<file path="src/shared/phy_link_pkg.sv">
// Purpose: Shared constants and types for the cable PHY link datapath
// Assumes: Core logic runs on a 250 MHz system clock
// Notes: Link clock is produced by phase-accumulator synthesis; bit rates are fixed per speed code
package phy_link_pkg;

    // Clock plan, all clock figures in kHz, then the port count
    localparam int SYS_CLK_KHZ = 250000;
    localparam int REF_CLK_KHZ = 98304;
    localparam int LINK_CLK_A_KHZ = 49152;
    localparam int LINK_CLK_B_KHZ = 98304;
    localparam int NUM_PORTS = 3;

    // Phase accumulator width and per-mode increments
    localparam int NCO_W = 24;
    localparam logic [NCO_W-1:0] NCO_INC_A =
        NCO_W'((longint'(LINK_CLK_A_KHZ) << NCO_W) / longint'(SYS_CLK_KHZ));
    localparam logic [NCO_W-1:0] NCO_INC_B =
        NCO_W'((longint'(LINK_CLK_B_KHZ) << NCO_W) / longint'(SYS_CLK_KHZ));

    // Serial bit rates in kbit/s
    localparam logic [19:0] RATE_S100_KBPS = 20'h18000;
    localparam logic [19:0] RATE_S200_KBPS = 20'h30000;
    localparam logic [19:0] RATE_S400_KBPS = 20'h60000;
    localparam logic [19:0] RATE_S400B_KBPS = 20'h78000;
    localparam logic [19:0] RATE_S800_KBPS = 20'hF0000;

    // Lane widths of the parallel link path
    localparam logic [3:0] LANES_2 = 4'h2;
    localparam logic [3:0] LANES_4 = 4'h4;
    localparam logic [3:0] LANES_8 = 4'h8;

    // Encoder scrambler seed for 1394b-signalling ports
    localparam logic [7:0] SCRAMBLE_SEED = 8'hA5;

    typedef enum logic [2:0] {
        SPD_S100 = 3'h0,
        SPD_S200 = 3'h1,
        SPD_S400 = 3'h2,
        SPD_S400B = 3'h3,
        SPD_S800 = 3'h4
    } speed_t;

    // One byte towards or from a cable port
    typedef struct packed {
        logic valid;
        logic beta;
        speed_t speed;
        logic [7:0] data;
    } port_tx_t;

    typedef struct packed {
        logic valid;
        speed_t speed;
        logic [7:0] data;
    } port_rx_t;

    // Bit rate of a speed code
    function automatic logic [19:0] rate_kbps(input speed_t s);
        logic [19:0] r;
        r = RATE_S100_KBPS;
        unique case (s)
            SPD_S100: r = RATE_S100_KBPS;
            SPD_S200: r = RATE_S200_KBPS;
            SPD_S400: r = RATE_S400_KBPS;
            SPD_S400B: r = RATE_S400B_KBPS;
            SPD_S800: r = RATE_S800_KBPS;
            default: r = RATE_S100_KBPS;
        endcase
        return r;
    endfunction

    // Link lanes used for a speed in a given interface mode
    function automatic logic [3:0] lane_width(input logic mode_b, input speed_t s);
        logic [3:0] w;
        w = LANES_8;
        if (!mode_b && s == SPD_S100) begin
            w = LANES_2;
        end else if (!mode_b && s == SPD_S200) begin
            w = LANES_4;
        end
        return w;
    endfunction

endpackage

</file>
<file path="src/design/link_clock_nco.sv">
// Purpose: Phase-accumulator clock synthesis standing in for the PLL
// Assumes: Increment is chosen by the caller for the wanted frequency
// Notes: Stops with its output low while run is low
`timescale 1ns/1ns
module link_clock_nco
    import phy_link_pkg::*;
#(
    parameter int W = NCO_W
) (
    input wire logic sys_clk,
    input wire logic rst,
    input wire logic run,
    input wire logic [W-1:0] inc,
    output logic clk_level_q,
    output logic rise_q
);

    logic [W-1:0] acc_q;
    logic [W-1:0] acc_d;
    logic clk_level_d;
    logic rise_d;

    // Accumulate phase; the top bit is the synthesised clock
    always_comb begin
        acc_d = run ? W'(acc_q + inc) : '0;
        clk_level_d = run & acc_d[W-1];
        rise_d = clk_level_d & ~clk_level_q;
    end

    always_ff @(posedge sys_clk) begin
        if (rst) begin
            acc_q <= '0;
            clk_level_q <= 1'b0;
            rise_q <= 1'b0;
        end else begin
            acc_q <= acc_d;
            clk_level_q <= clk_level_d;
            rise_q <= rise_d;
        end
    end

endmodule // link_clock_nco

</file>
<file path="src/design/phy_link_datapath.sv">
// Purpose: Link-side datapath and port signalling control of a 3-port PHY
// Assumes: Link controller runs on link_clk_q; cable logic on sys_clk
// Notes: Serial streams are carried as bytes with their speed and rate
// Function
// - select low gives legacy link interface
// - select high gives 1394b link interface
// - select low disables BOSS arbitration
// - select never chooses port signalling
// - legacy mode supplies 49.152 MHz link clock
// - 1394b mode supplies 98.304 MHz link clock
// - all timing derived from reference via PLL
// - power-down pin high halts PLL clocks
// - transmit path 2, 4 or 8 bits
// - 1394b mode path always 8 bits
// - latch, serialise, encode, send to ports
// - bit rate fixed per speed code
// - legacy peer gets data-strobe at S100-S400
// - 1394b peer gets S400B or S800
// - port signalling chosen from peer automatically
// - forced port never emits 1394b signalling
// - receive split into lanes, resynchronised
// - received data repeated on other ports
`timescale 1ns/1ns
module phy_link_datapath
    import phy_link_pkg::*;
(
    input wire logic sys_clk,
    input wire logic rst,
    input wire logic link_interface_select,
    input wire logic power_down_pin,
    input wire logic [NUM_PORTS-1:0] force_ds_pin,
    input wire logic [NUM_PORTS-1:0] peer_is_b_pin,
    input wire logic [NUM_PORTS-1:0] port_active_pin,
    input wire logic [7:0] link_tx_data,
    input wire logic link_tx_valid,
    input wire speed_t link_tx_speed,
    input wire port_rx_t [NUM_PORTS-1:0] port_rx,
    output logic link_clk_q,
    output logic [7:0] link_rx_data_q,
    output logic link_rx_valid_q,
    output speed_t link_rx_speed_q,
    output logic boss_enable_q,
    output logic pll_running_q,
    output port_tx_t [NUM_PORTS-1:0] port_tx_q,
    output logic [NUM_PORTS-1:0][19:0] port_rate_q
);

    // Pin synchronisers; stage one feeds only stage two
    logic sel_s1_q, sel_s2_q, powerdown_s1_q, powerdown_s2_q;
    logic [NUM_PORTS-1:0] fds_s1_q, fds_s2_q, peer_s1_q, peer_s2_q;
    logic [NUM_PORTS-1:0] act_s1_q, act_s2_q;

    // Strap synchroniser keeps sampling through reset so the strap is settled at release
    always_ff @(posedge sys_clk) begin
        sel_s1_q <= link_interface_select;
        sel_s2_q <= sel_s1_q;
    end

    always_ff @(posedge sys_clk) begin
        if (rst) begin
            powerdown_s1_q <= 1'b1;
            powerdown_s2_q <= 1'b1;
            fds_s1_q <= '1;
            fds_s2_q <= '1;
            peer_s1_q <= '0;
            peer_s2_q <= '0;
            act_s1_q <= '0;
            act_s2_q <= '0;
        end else begin
            powerdown_s1_q <= power_down_pin;
            powerdown_s2_q <= powerdown_s1_q;
            fds_s1_q <= force_ds_pin;
            fds_s2_q <= fds_s1_q;
            peer_s1_q <= peer_is_b_pin;
            peer_s2_q <= peer_s1_q;
            act_s1_q <= port_active_pin;
            act_s2_q <= act_s1_q;
        end
    end

    // Mode strap, caught once after reset release, and PLL run control
    logic mode_b_q, mode_b_d, strap_taken_q, strap_taken_d, boss_enable_d, pll_run_d;

    always_comb begin
        strap_taken_d = 1'b1;
        mode_b_d = strap_taken_q ? mode_b_q : sel_s2_q;
        boss_enable_d = mode_b_d;
        pll_run_d = ~powerdown_s2_q;
    end

    always_ff @(posedge sys_clk) begin
        if (rst) begin
            strap_taken_q <= 1'b0;
            mode_b_q <= 1'b0;
            boss_enable_q <= 1'b0;
            pll_running_q <= 1'b0;
        end else begin
            strap_taken_q <= strap_taken_d;
            mode_b_q <= mode_b_d;
            boss_enable_q <= boss_enable_d;
            pll_running_q <= pll_run_d;
        end
    end

    // Link clock synthesised from the core reference; rate follows mode
    logic nco_level, link_rise;

    link_clock_nco #(.W(NCO_W)) u_link_nco (
        .sys_clk(sys_clk),
        .rst(rst),
        .run(pll_running_q),
        .inc(mode_b_q ? NCO_INC_B : NCO_INC_A),
        .clk_level_q(nco_level),
        .rise_q(link_rise)
    );

    always_ff @(posedge sys_clk) begin
        if (rst) begin
            link_clk_q <= 1'b0;
        end else begin
            link_clk_q <= nco_level;
        end
    end

    // Transmit packer: gathers link lanes into whole bytes
    logic [7:0] tx_acc_q, tx_acc_d, tx_byte_q, tx_byte_d;
    logic [2:0] tx_cnt_q, tx_cnt_d;
    logic tx_done_q, tx_done_d;
    speed_t tx_spd_q, tx_spd_d;
    logic [3:0] tx_lanes;

    always_comb begin
        tx_lanes = lane_width(mode_b_q, link_tx_speed);
        tx_acc_d = tx_acc_q;
        tx_cnt_d = tx_cnt_q;
        tx_byte_d = tx_byte_q;
        tx_spd_d = tx_spd_q;
        tx_done_d = 1'b0;
        if (link_rise && link_tx_valid) begin
            tx_acc_d = 8'(tx_acc_q << tx_lanes) | (link_tx_data & 8'(8'hFF >> (4'h8 - tx_lanes)));
            tx_cnt_d = 3'(tx_cnt_q + 3'h1);
            if ({1'b0, tx_cnt_d} == 4'(4'h8 / tx_lanes)) begin
                tx_byte_d = tx_acc_d;
                tx_spd_d = link_tx_speed;
                tx_done_d = 1'b1;
                tx_cnt_d = 3'h0;
            end
        end
    end

    always_ff @(posedge sys_clk) begin
        if (rst) begin
            tx_acc_q <= 8'h00;
            tx_cnt_q <= 3'h0;
            tx_byte_q <= 8'h00;
            tx_spd_q <= SPD_S100;
            tx_done_q <= 1'b0;
        end else begin
            tx_acc_q <= tx_acc_d;
            tx_cnt_q <= tx_cnt_d;
            tx_byte_q <= tx_byte_d;
            tx_spd_q <= tx_spd_d;
            tx_done_q <= tx_done_d;
        end
    end

    // Receive pick: lowest active port with a byte is the source
    logic rx_hit;
    logic [1:0] rx_src;
    port_rx_t rx_sel;

    always_comb begin
        rx_hit = 1'b0;
        rx_src = 2'h0;
        rx_sel = '0;
        for (int i = NUM_PORTS - 1; i >= 0; i--) begin
            if (port_rx[i].valid && act_s2_q[i] && pll_running_q) begin
                rx_hit = 1'b1;
                rx_src = 2'(i);
                rx_sel = port_rx[i];
            end
        end
    end

    // Receive splitter: hands bytes to the link lane-group by lane-group
    logic [7:0] rx_hold_q, rx_hold_d, rx_out_d;
    logic [2:0] rx_left_q, rx_left_d;
    speed_t rx_spd_q, rx_spd_d;
    logic rx_out_v_d;
    logic [3:0] rx_lanes;

    always_comb begin
        rx_hold_d = rx_hold_q;
        rx_left_d = rx_left_q;
        rx_spd_d = rx_spd_q;
        rx_out_d = link_rx_data_q;
        rx_out_v_d = link_rx_valid_q;
        rx_lanes = lane_width(mode_b_q, rx_spd_q);
        if (rx_left_q == 3'h0 && rx_hit) begin
            rx_hold_d = rx_sel.data;
            rx_spd_d = rx_sel.speed;
            rx_left_d = 3'(4'h8 / lane_width(mode_b_q, rx_sel.speed));
        end
        if (link_rise) begin
            rx_out_v_d = rx_left_q != 3'h0;
            rx_out_d = 8'h00;
            if (rx_left_q != 3'h0) begin
                rx_out_d = 8'(rx_hold_q >> (4'h8 - rx_lanes));
                rx_hold_d = 8'(rx_hold_q << rx_lanes);
                rx_left_d = 3'(rx_left_q - 3'h1);
            end
        end
        if (!pll_running_q) begin
            rx_out_v_d = 1'b0;
        end
    end

    always_ff @(posedge sys_clk) begin
        if (rst) begin
            rx_hold_q <= 8'h00;
            rx_left_q <= 3'h0;
            rx_spd_q <= SPD_S100;
            link_rx_data_q <= 8'h00;
            link_rx_valid_q <= 1'b0;
            link_rx_speed_q <= SPD_S100;
        end else begin
            rx_hold_q <= rx_hold_d;
            rx_left_q <= rx_left_d;
            rx_spd_q <= rx_spd_d;
            link_rx_data_q <= rx_out_d;
            link_rx_valid_q <= rx_out_v_d;
            link_rx_speed_q <= rx_spd_q;
        end
    end

    // Encoder scrambler, advanced once per byte sent out
    logic [7:0] scr_q, scr_d;
    logic src_valid;
    logic [7:0] src_data;
    speed_t src_spd;

    always_comb begin
        src_valid = (rx_hit || tx_done_q) && pll_running_q;
        src_data = rx_hit ? rx_sel.data : tx_byte_q;
        src_spd = rx_hit ? rx_sel.speed : tx_spd_q;
        scr_d = src_valid ? {scr_q[6:0], scr_q[7] ^ scr_q[5] ^ scr_q[4] ^ scr_q[3]} : scr_q;
    end

    always_ff @(posedge sys_clk) begin
        if (rst) begin
            scr_q <= SCRAMBLE_SEED;
        end else begin
            scr_q <= scr_d;
        end
    end

    // Per-port signalling choice, speed fit and byte output
    for (genvar p = 0; p < NUM_PORTS; p++) begin : g_port
        port_tx_t tx_d;
        logic [19:0] rate_d;
        logic beta;

        always_comb begin
            beta = peer_s2_q[p] & ~fds_s2_q[p];
            tx_d = '0;
            tx_d.beta = beta;
            if (beta) begin
                tx_d.speed = (src_spd == SPD_S800) ? SPD_S800 : SPD_S400B;
            end else begin
                tx_d.speed = (src_spd > SPD_S400) ? SPD_S400 : src_spd;
            end
            tx_d.valid = src_valid && act_s2_q[p] && !(rx_hit && rx_src == 2'(p));
            tx_d.data = beta ? (src_data ^ scr_q) : src_data;
            rate_d = rate_kbps(tx_d.speed);
        end

        always_ff @(posedge sys_clk) begin
            if (rst) begin
                port_tx_q[p] <= '0;
                port_rate_q[p] <= RATE_S100_KBPS;
            end else begin
                port_tx_q[p] <= tx_d;
                port_rate_q[p] <= rate_d;
            end
        end
    end

    // Checks on the datapath
    a_boss_follows_mode: assert property (@(posedge sys_clk) disable iff (rst)
        strap_taken_q |-> ##1 (boss_enable_q == $past(mode_b_q)))
        else $error("BOSS enable does not follow interface mode");
    a_powerdown_stops_clock: assert property (@(posedge sys_clk) disable iff (rst)
        powerdown_s2_q [*3] |=> !link_clk_q && !link_rise)
        else $error("Link clock runs while powered down");
    a_clock_rate_a: assert property (@(posedge sys_clk)
        disable iff (rst || !pll_running_q || mode_b_q)
        link_rise |=> !link_rise [*4] ##[1:2] link_rise)
        else $error("Legacy link clock rate wrong");
    a_clock_rate_b: assert property (@(posedge sys_clk)
        disable iff (rst || !pll_running_q || !mode_b_q)
        link_rise |=> !link_rise ##[1:2] link_rise)
        else $error("1394b link clock rate wrong");
    a_forced_no_beta: assert property (@(posedge sys_clk) disable iff (rst)
        fds_s2_q[2] |=> !port_tx_q[2].beta)
        else $error("Forced port shows 1394b signalling");
    a_beta_speed_fit: assert property (@(posedge sys_clk) disable iff (rst)
        port_tx_q[0].beta |-> port_tx_q[0].speed inside {SPD_S400B, SPD_S800})
        else $error("1394b port at legacy speed");
    a_ds_speed_fit: assert property (@(posedge sys_clk) disable iff (rst)
        !port_tx_q[2].beta |-> port_tx_q[2].speed <= SPD_S400)
        else $error("Data-strobe port above S400");
    a_repeat_others: assert property (@(posedge sys_clk) disable iff (rst)
        (rx_hit && rx_src == 2'h0 && act_s2_q[1]) |=> port_tx_q[1].valid && !port_tx_q[0].valid)
        else $error("Received byte not repeated correctly");
    a_tx_reaches_port: assert property (@(posedge sys_clk) disable iff (rst)
        (tx_done_q && !rx_hit && pll_running_q && act_s2_q[1]) |=>
        port_tx_q[1].valid && (port_tx_q[1].beta || port_tx_q[1].data == $past(tx_byte_q)))
        else $error("Packed byte not sent to port");
    a_rx_b_width: assert property (@(posedge sys_clk) disable iff (rst)
        (mode_b_q && rx_left_q == 3'h0 && rx_hit) |=> rx_left_q == 3'h1)
        else $error("1394b mode receive not byte wide");

endmodule // phy_link_datapath

</file>
<file path="config.mk">
export PLATFORM = sky130hd
export DESIGN_NAME = phy_link_datapath
export DESIGN_NICKNAME = d
export VERILOG_FILES = /design/src/shared/phy_link_pkg.sv /design/src/design/link_clock_nco.sv /design/src/design/phy_link_datapath.sv
export SDC_FILE = /design/constraint.sdc
export NUM_CORES = 1
export LEC_CHECK = 0
export BUFFER_PORTS_ARGS = -buffer_cell sky130_fd_sc_hd__buf_2
export CAP_MARGIN = 20
export CORE_MARGIN = 2
export CORE_UTILIZATION = 33
export CTS_CLUSTER_DIAMETER = 200
export DETAILED_ROUTE_END_ITERATION = 6
export SYNTH_ARGS = -nofsm -noshare
export SYNTH_HDL_FRONTEND = slang
export SYNTH_SLANG_ARGS = --single-unit
</file>
<file path="constraint.sdc">
create_clock -name sys_clk -period 4.35 [get_ports sys_clk]
set_clock_uncertainty 0.15 [all_clocks]
set_input_delay 0.6525 -clock sys_clk [delete_from_list [all_inputs] [get_ports sys_clk]]
set_output_delay 0.6525 -clock sys_clk [all_outputs]
set_load 0.005 [all_outputs]
</file>
# Yosys cells after proc, flatten, opt, wreduce, memory -nomap -nowiden
# Cells that the tools add are included.
[totals] reg_bits=208
[op_classes] addsub=5 div_mod_pow=2 order_cmp=1 eq_ne=19 shift=4 mux=41 bitwise=18 reduce_logical=38
[op_table] operator="20-bit one-hot mux with 4 select lines" count=3
[op_table] operator="8-bit two-way mux" count=8
[op_table] operator="11-bit two-way mux" count=3
[op_table] operator="3-bit two-way mux" count=10
[op_table] operator="4-bit two-way mux" count=7
[op_table] operator="24-bit by 23-bit adder with 24-bit output" count=1
[op_table] operator="1-bit logical AND" count=24
[op_table] operator="24-bit two-way mux" count=1
[op_table] operator="23-bit two-way mux" count=1
[op_table] operator="3-bit by 1-bit equality test with 1-bit output (second input constant)" count=6
[op_table] operator="3-bit by 2-bit equality test with 1-bit output (second input constant)" count=6
[op_table] operator="8-bit by 4-bit left shift with 8-bit output" count=2
[op_table] operator="3-bit equality test (second input constant)" count=4
[op_table] operator="3-bit zero test" count=4
[op_table] operator="8-bit AND" count=1
[op_table] operator="4-bit by 4-bit divider with 4-bit output (first input constant)" count=2
[op_table] operator="8-bit OR" count=1
[op_table] operator="8-bit by 4-bit >> shifter with 8-bit output" count=1
[op_table] operator="8-bit by 4-bit >> shifter with 8-bit output (first input constant)" count=1
[op_table] operator="4-bit subtractor (first input constant)" count=2
[op_table] operator="8-bit XOR" count=1
[op_table] operator="1-bit inverter" count=7
[op_table] operator="2-bit two-way mux" count=3
[op_table] operator="1-bit AND" count=5
[op_table] operator="14 further kinds" count=24

# Longest topological paths before layout
[depth] word_depth=14 depth_mapped=10 ltp_nobuf=8

# By module
# A second synthesis with hierarchy kept.
[hier_totals] hier_cells=835 area_unflattened_um2=7731.2
[by_module_without_submodules] mod="phy_link_datapath" instances=1 cells_each=601 area_each_um2=5744.3
[by_module_without_submodules] mod="link_clock_nco" instances=1 cells_each=234 area_each_um2=1986.9

# Worst setup path after synthesis
# Ideal clock, no wire load.
[synth_timing] path_type="reg2reg" start="reg mode_b_q" end="reg u_link_nco.acc_q[19]" arrival_time_ns=2.819 t_required_ns=4.073 path_slack_ns=1.254 stages_incl_launch_ff=10 cell_sequence="dfxtp_1 > clkbuf_1 > inv_1 > ha_1 > a211o_1 > and4_4 > o41a_1 > a21boi_2 > nor4_1 > or3_1"
[synth_between] elab_chain_cells=2
[synth_lines] item="start: declaration" line_no="phy_link_datapath.sv:82" source="logic mode_b_q, mode_b_d, strap_taken_q, strap_taken_d, boss_enable_d, pll_run_d;"
[synth_lines] item="start signal: assignment" line_no="phy_link_datapath.sv:99" source="mode_b_q <= mode_b_d;"
[synth_lines] item="23-bit two-way mux" line_no="phy_link_datapath.sv:112" source=".inc(mode_b_q ? NCO_INC_B : NCO_INC_A),"
[synth_lines] item="24-bit by 23-bit adder with 24-bit output" line_no="link_clock_nco.sv:25" source="acc_d = run ? W'(acc_q + inc) : '0;"
[synth_lines] item="end signal: assignment" line_no="link_clock_nco.sv:32" source="acc_q <= '0;"
[synth_lines] item="end signal: assignment" line_no="link_clock_nco.sv:36" source="acc_q <= acc_d;"
[synth_lines] item="end: declaration" line_no="link_clock_nco.sv:18" source="logic [W-1:0] acc_q;"
# No other way between the ends.
# A chain may end at the register's enable or synchronous reset.

# Worst setup path after layout
[layout_timing] start="reg pll_running_q" end="reg port_rate_q[36] in the netlist's numbering"
[layout_between] elab_chain_cells=10
[layout_lines] item="start: declaration" line_no="phy_link_datapath.sv:43" source="output logic pll_running_q,"
[layout_lines] item="start signal: assignment" line_no="phy_link_datapath.sv:101" source="pll_running_q <= pll_run_d;"
[layout_lines] item="1-bit logical AND" line_no="phy_link_datapath.sv:177" source="if (port_rx[i].valid && act_s2_q[i] && pll_running_q) begin"
[layout_lines] item="11-bit two-way mux or 1-bit two-way mux (tied branches) (3 in series)" line_no="phy_link_datapath.sv:177"
[layout_lines] item="3-bit two-way mux (*)" line_no="phy_link_datapath.sv:245" source="src_spd = rx_hit ? rx_sel.speed : tx_spd_q;"
[layout_lines] item="3-bit by 2-bit > comparator with 1-bit output or 3-bit equality test (tied branches)" line_no="phy_link_datapath.sv:270, phy_link_datapath.sv:268"
[layout_lines] item="3-bit two-way mux (on tied branches)" line_no="phy_link_datapath.sv:270, phy_link_datapath.sv:268"
[layout_lines] item="3-bit two-way mux (*)" line_no="phy_link_datapath.sv:267" source="if (beta) begin"
[layout_lines] item="3-bit equality test (tied with other cells)" line_no="phy_link_pkg.sv:61" source="unique case (s)"
[layout_lines] item="20-bit one-hot mux with 4 select lines (*)" line_no="phy_link_pkg.sv:61"
[layout_lines] item="end signal: indexed assignment" line_no="phy_link_datapath.sv:283" source="port_rate_q[p] <= rate_d;"
[layout_lines] item="end: declaration" line_no="phy_link_datapath.sv:45" source="output logic [NUM_PORTS-1:0][19:0] port_rate_q"
# Mark *: on every way between the ends. The rest lies on a longest branch, timed or not.

==> reports/results.tsv <==
metric	value	unit
numCtsBuffers	17	
path_class	flip-flop to flip-flop	
slew-limit-headroom	39.9	%
final_cell_mix	dfxtp_1, buf_2, nor2_1, nand2_1, conb_1	
worstPathRequired	4.51	ns
setup_viol	0	
holdBufCountCts	0	
swShare	24.5	%
postCtsSetupRepairBufs	0	
fp-row-count	53	
yosys.area.top_type	dfxtp_1	
ys_seq_area_share	44.7	%
synth_flop_cell	dfxtp_1	
drtPass1Iterations	5	
post-place-ws	1.46	ns
status	completed	
ys_seq_elements	160	
finalCritPeriodShare	64.8	%
grt.total_usage	15.4	%
p_seq_share	47.6	%
fin_crit	2.82	ns
wl_per_cell	14.8	um
synth.area.top_cells	dfxtp_1, nor2_1, buf_4	
gp_congestion	0.840	
fp.dieArea	22900	sq um
vias	5802	
tightest_slew	0.899	ns
n_antenna_cell	0	
timing.final.ws_setup	1.53	ns
worst-path-buf-inv	0	
portBuffers	129	
clk_path_buf_depth	2	
grt_pass1_wl	27200	um
totalPowerFinal	3.14	mW
hpwl	13300	um
yosys_warnings	0	
crit_chain	a21boi_1 > nand3_1 > a41oi_4 > nor2_2 > or3_1	
start_kind	flip-flop	
p_leak	3.72	nW
ctsResizeCount	0	
layout.nets	1008	
grt_pass1_vias	5261	
num_io_pins	175	
grt_overflow	0	
root_buffer	clkbuf_16	
hold_path_class	flip-flop to flip-flop	
synth_cell_type_count	66	
drt_iter0_markers	424	
final-hold-violation-count	0	
syn_avg_cell_area	8.82	sq um
syn_inst	813	
coreArea	21200	sq um
power_frac_clock	47.1	%
p_per_area	371	nW/um^2
cp_slowest_cell	a21boi_1	
cts_tree	built	
cts.sinks	160	
ant_nets	0	
intPower	2.37	mW
syn_area	7170	sq um
ir_drop	225	uV
grt_max_degree	66	
layout_commonest_cell	dfxtp_1	
comb_power_share	5.3	%
cts.clk_slew.worst_paths	0.07	ns
drc	0	
crit_path_end_kind	flip-flop	
clock_latency	0.42	ns
fmax	355	MHz
drv_slew	0	
nFillCells	2129	
slowest_delay	0.72	ns
synth_top_area_share	44.7	%
cts_max_level	4	
tns	0	ns
worstPathArrival	2.98	ns
start_util	33.9	%
drt-total-wl	17900	um
antenna_found_initial	0	
routed_via_density	4.78	
areaGrowthSynthToFinish	17.9	%
rsz0062_at_grt	no	
die-width	151	um
cap_violations	0	
crit_fanout	12	
crit_family	compound AO/OA/AOI/OAI gates	
fp.dieH	151	um
synth_edf_count	0	
synthArstFlopShare	0	%
power_switching	0.768	mW
drive_gt1_share	20.6	%
[stage by stage]
stage / hold WS (ns) / util (%) / area, sq um / cells
finish: 0.177 / 40.0 / 8460 / 1215
global route: 0.176 / 40.0 / 8460 / 1215
CTS: 0.174 / 40.0 / 8460 / 1215
detailed placement: 0.164 / 37.2 / 7870 / 1184
global placement: 0.167 / 37.2 / 7870 / 1184
floorplan: 0.160 / - / 7340 / 857
[final cells by class]
type                            count  area [sq um]  share of cell area (%)
Timing Repair Buffer              132           671                    7.93
Inverter                           18          67.6                   0.799
Multi-Input combinational cell    599          3590                    42.4
Sequential cell                   160          3200                    37.9
Tap cell                          275           344                    4.07
Clock buffer                       18           439                    5.19
Clock inverter                     13           143                    1.69
[per-layer routing]
layer	up-vias	global-route usage (%)	wire, um
li1	2929	-	-
met3	25	3.83	1010
met2	173	23.9	8230
met4	0	6.40	376
met5	-	0	0
met1	2675	20.5	8320
[synthesized netlist by cell type, types with 20 or more instances]
| master | n |
|---|---|
| xor2_1 | 30 |
| nand2_1 | 83 |
| o21ai_0 | 22 |
| a21oi_1 | 43 |
| nor2b_1 | 20 |
| nor3_1 | 25 |
| buf_4 | 46 |
| clkbuf_1 | 24 |
| nor2_1 | 102 |
| dfxtp_1 | 160 |
| nand3_1 | 24 |
| mux2i_1 | 28 |
[worst paths after layout]
kind                 start               to  slack (ns)  cells after the start
min reg2reg       sel_s1_q         sel_s2_q        0.18                      0
min               sel_s1_q         sel_s2_q        0.18                      0
max          pll_running_q  port_rate_q[36]        1.53                      5
max reg2reg  pll_running_q  port_rate_q[36]        1.53                      5
[cells by family (layout without fill, tap and decap cells)]
group	count (synthesis)	in the layout	share of synthesized area, %
compound gates	145	145	13.8
simple gates	312	312	20.3
other cells	1	45	0.0523
flops	160	160	44.7
fa+ha+maj	19	19	3.42
xor+xnor	47	47	5.74
mux	31	31	4.38
buf+inv	98	181	7.62
[power groups by stage]
stage / combinational (mW) / clock, mW / sequential (mW)
after floorplan: 0.132 / 0 / 1.52
after global placement: 0.165 / 0 / 1.53
after detailed placement: 0.165 / 0 / 1.53
after CTS: 0.166 / 1.51 / 1.49
after global routing: 0.187 / 1.56 / 1.49
final: 0.166 / 1.48 / 1.49
[flip-flops by register name, summed over array words and instances, names as in the netlist, 6 cells and up]
name	cells
tx_acc_q	6
link_rx_data_q	8
port_tx_q	39
tx_byte_q	8
rx_hold_q	8
u_link_nco.acc_q	24
scr_q	8
port_rate_q	15
Note: power is estimated with default switching activity, not from simulation.
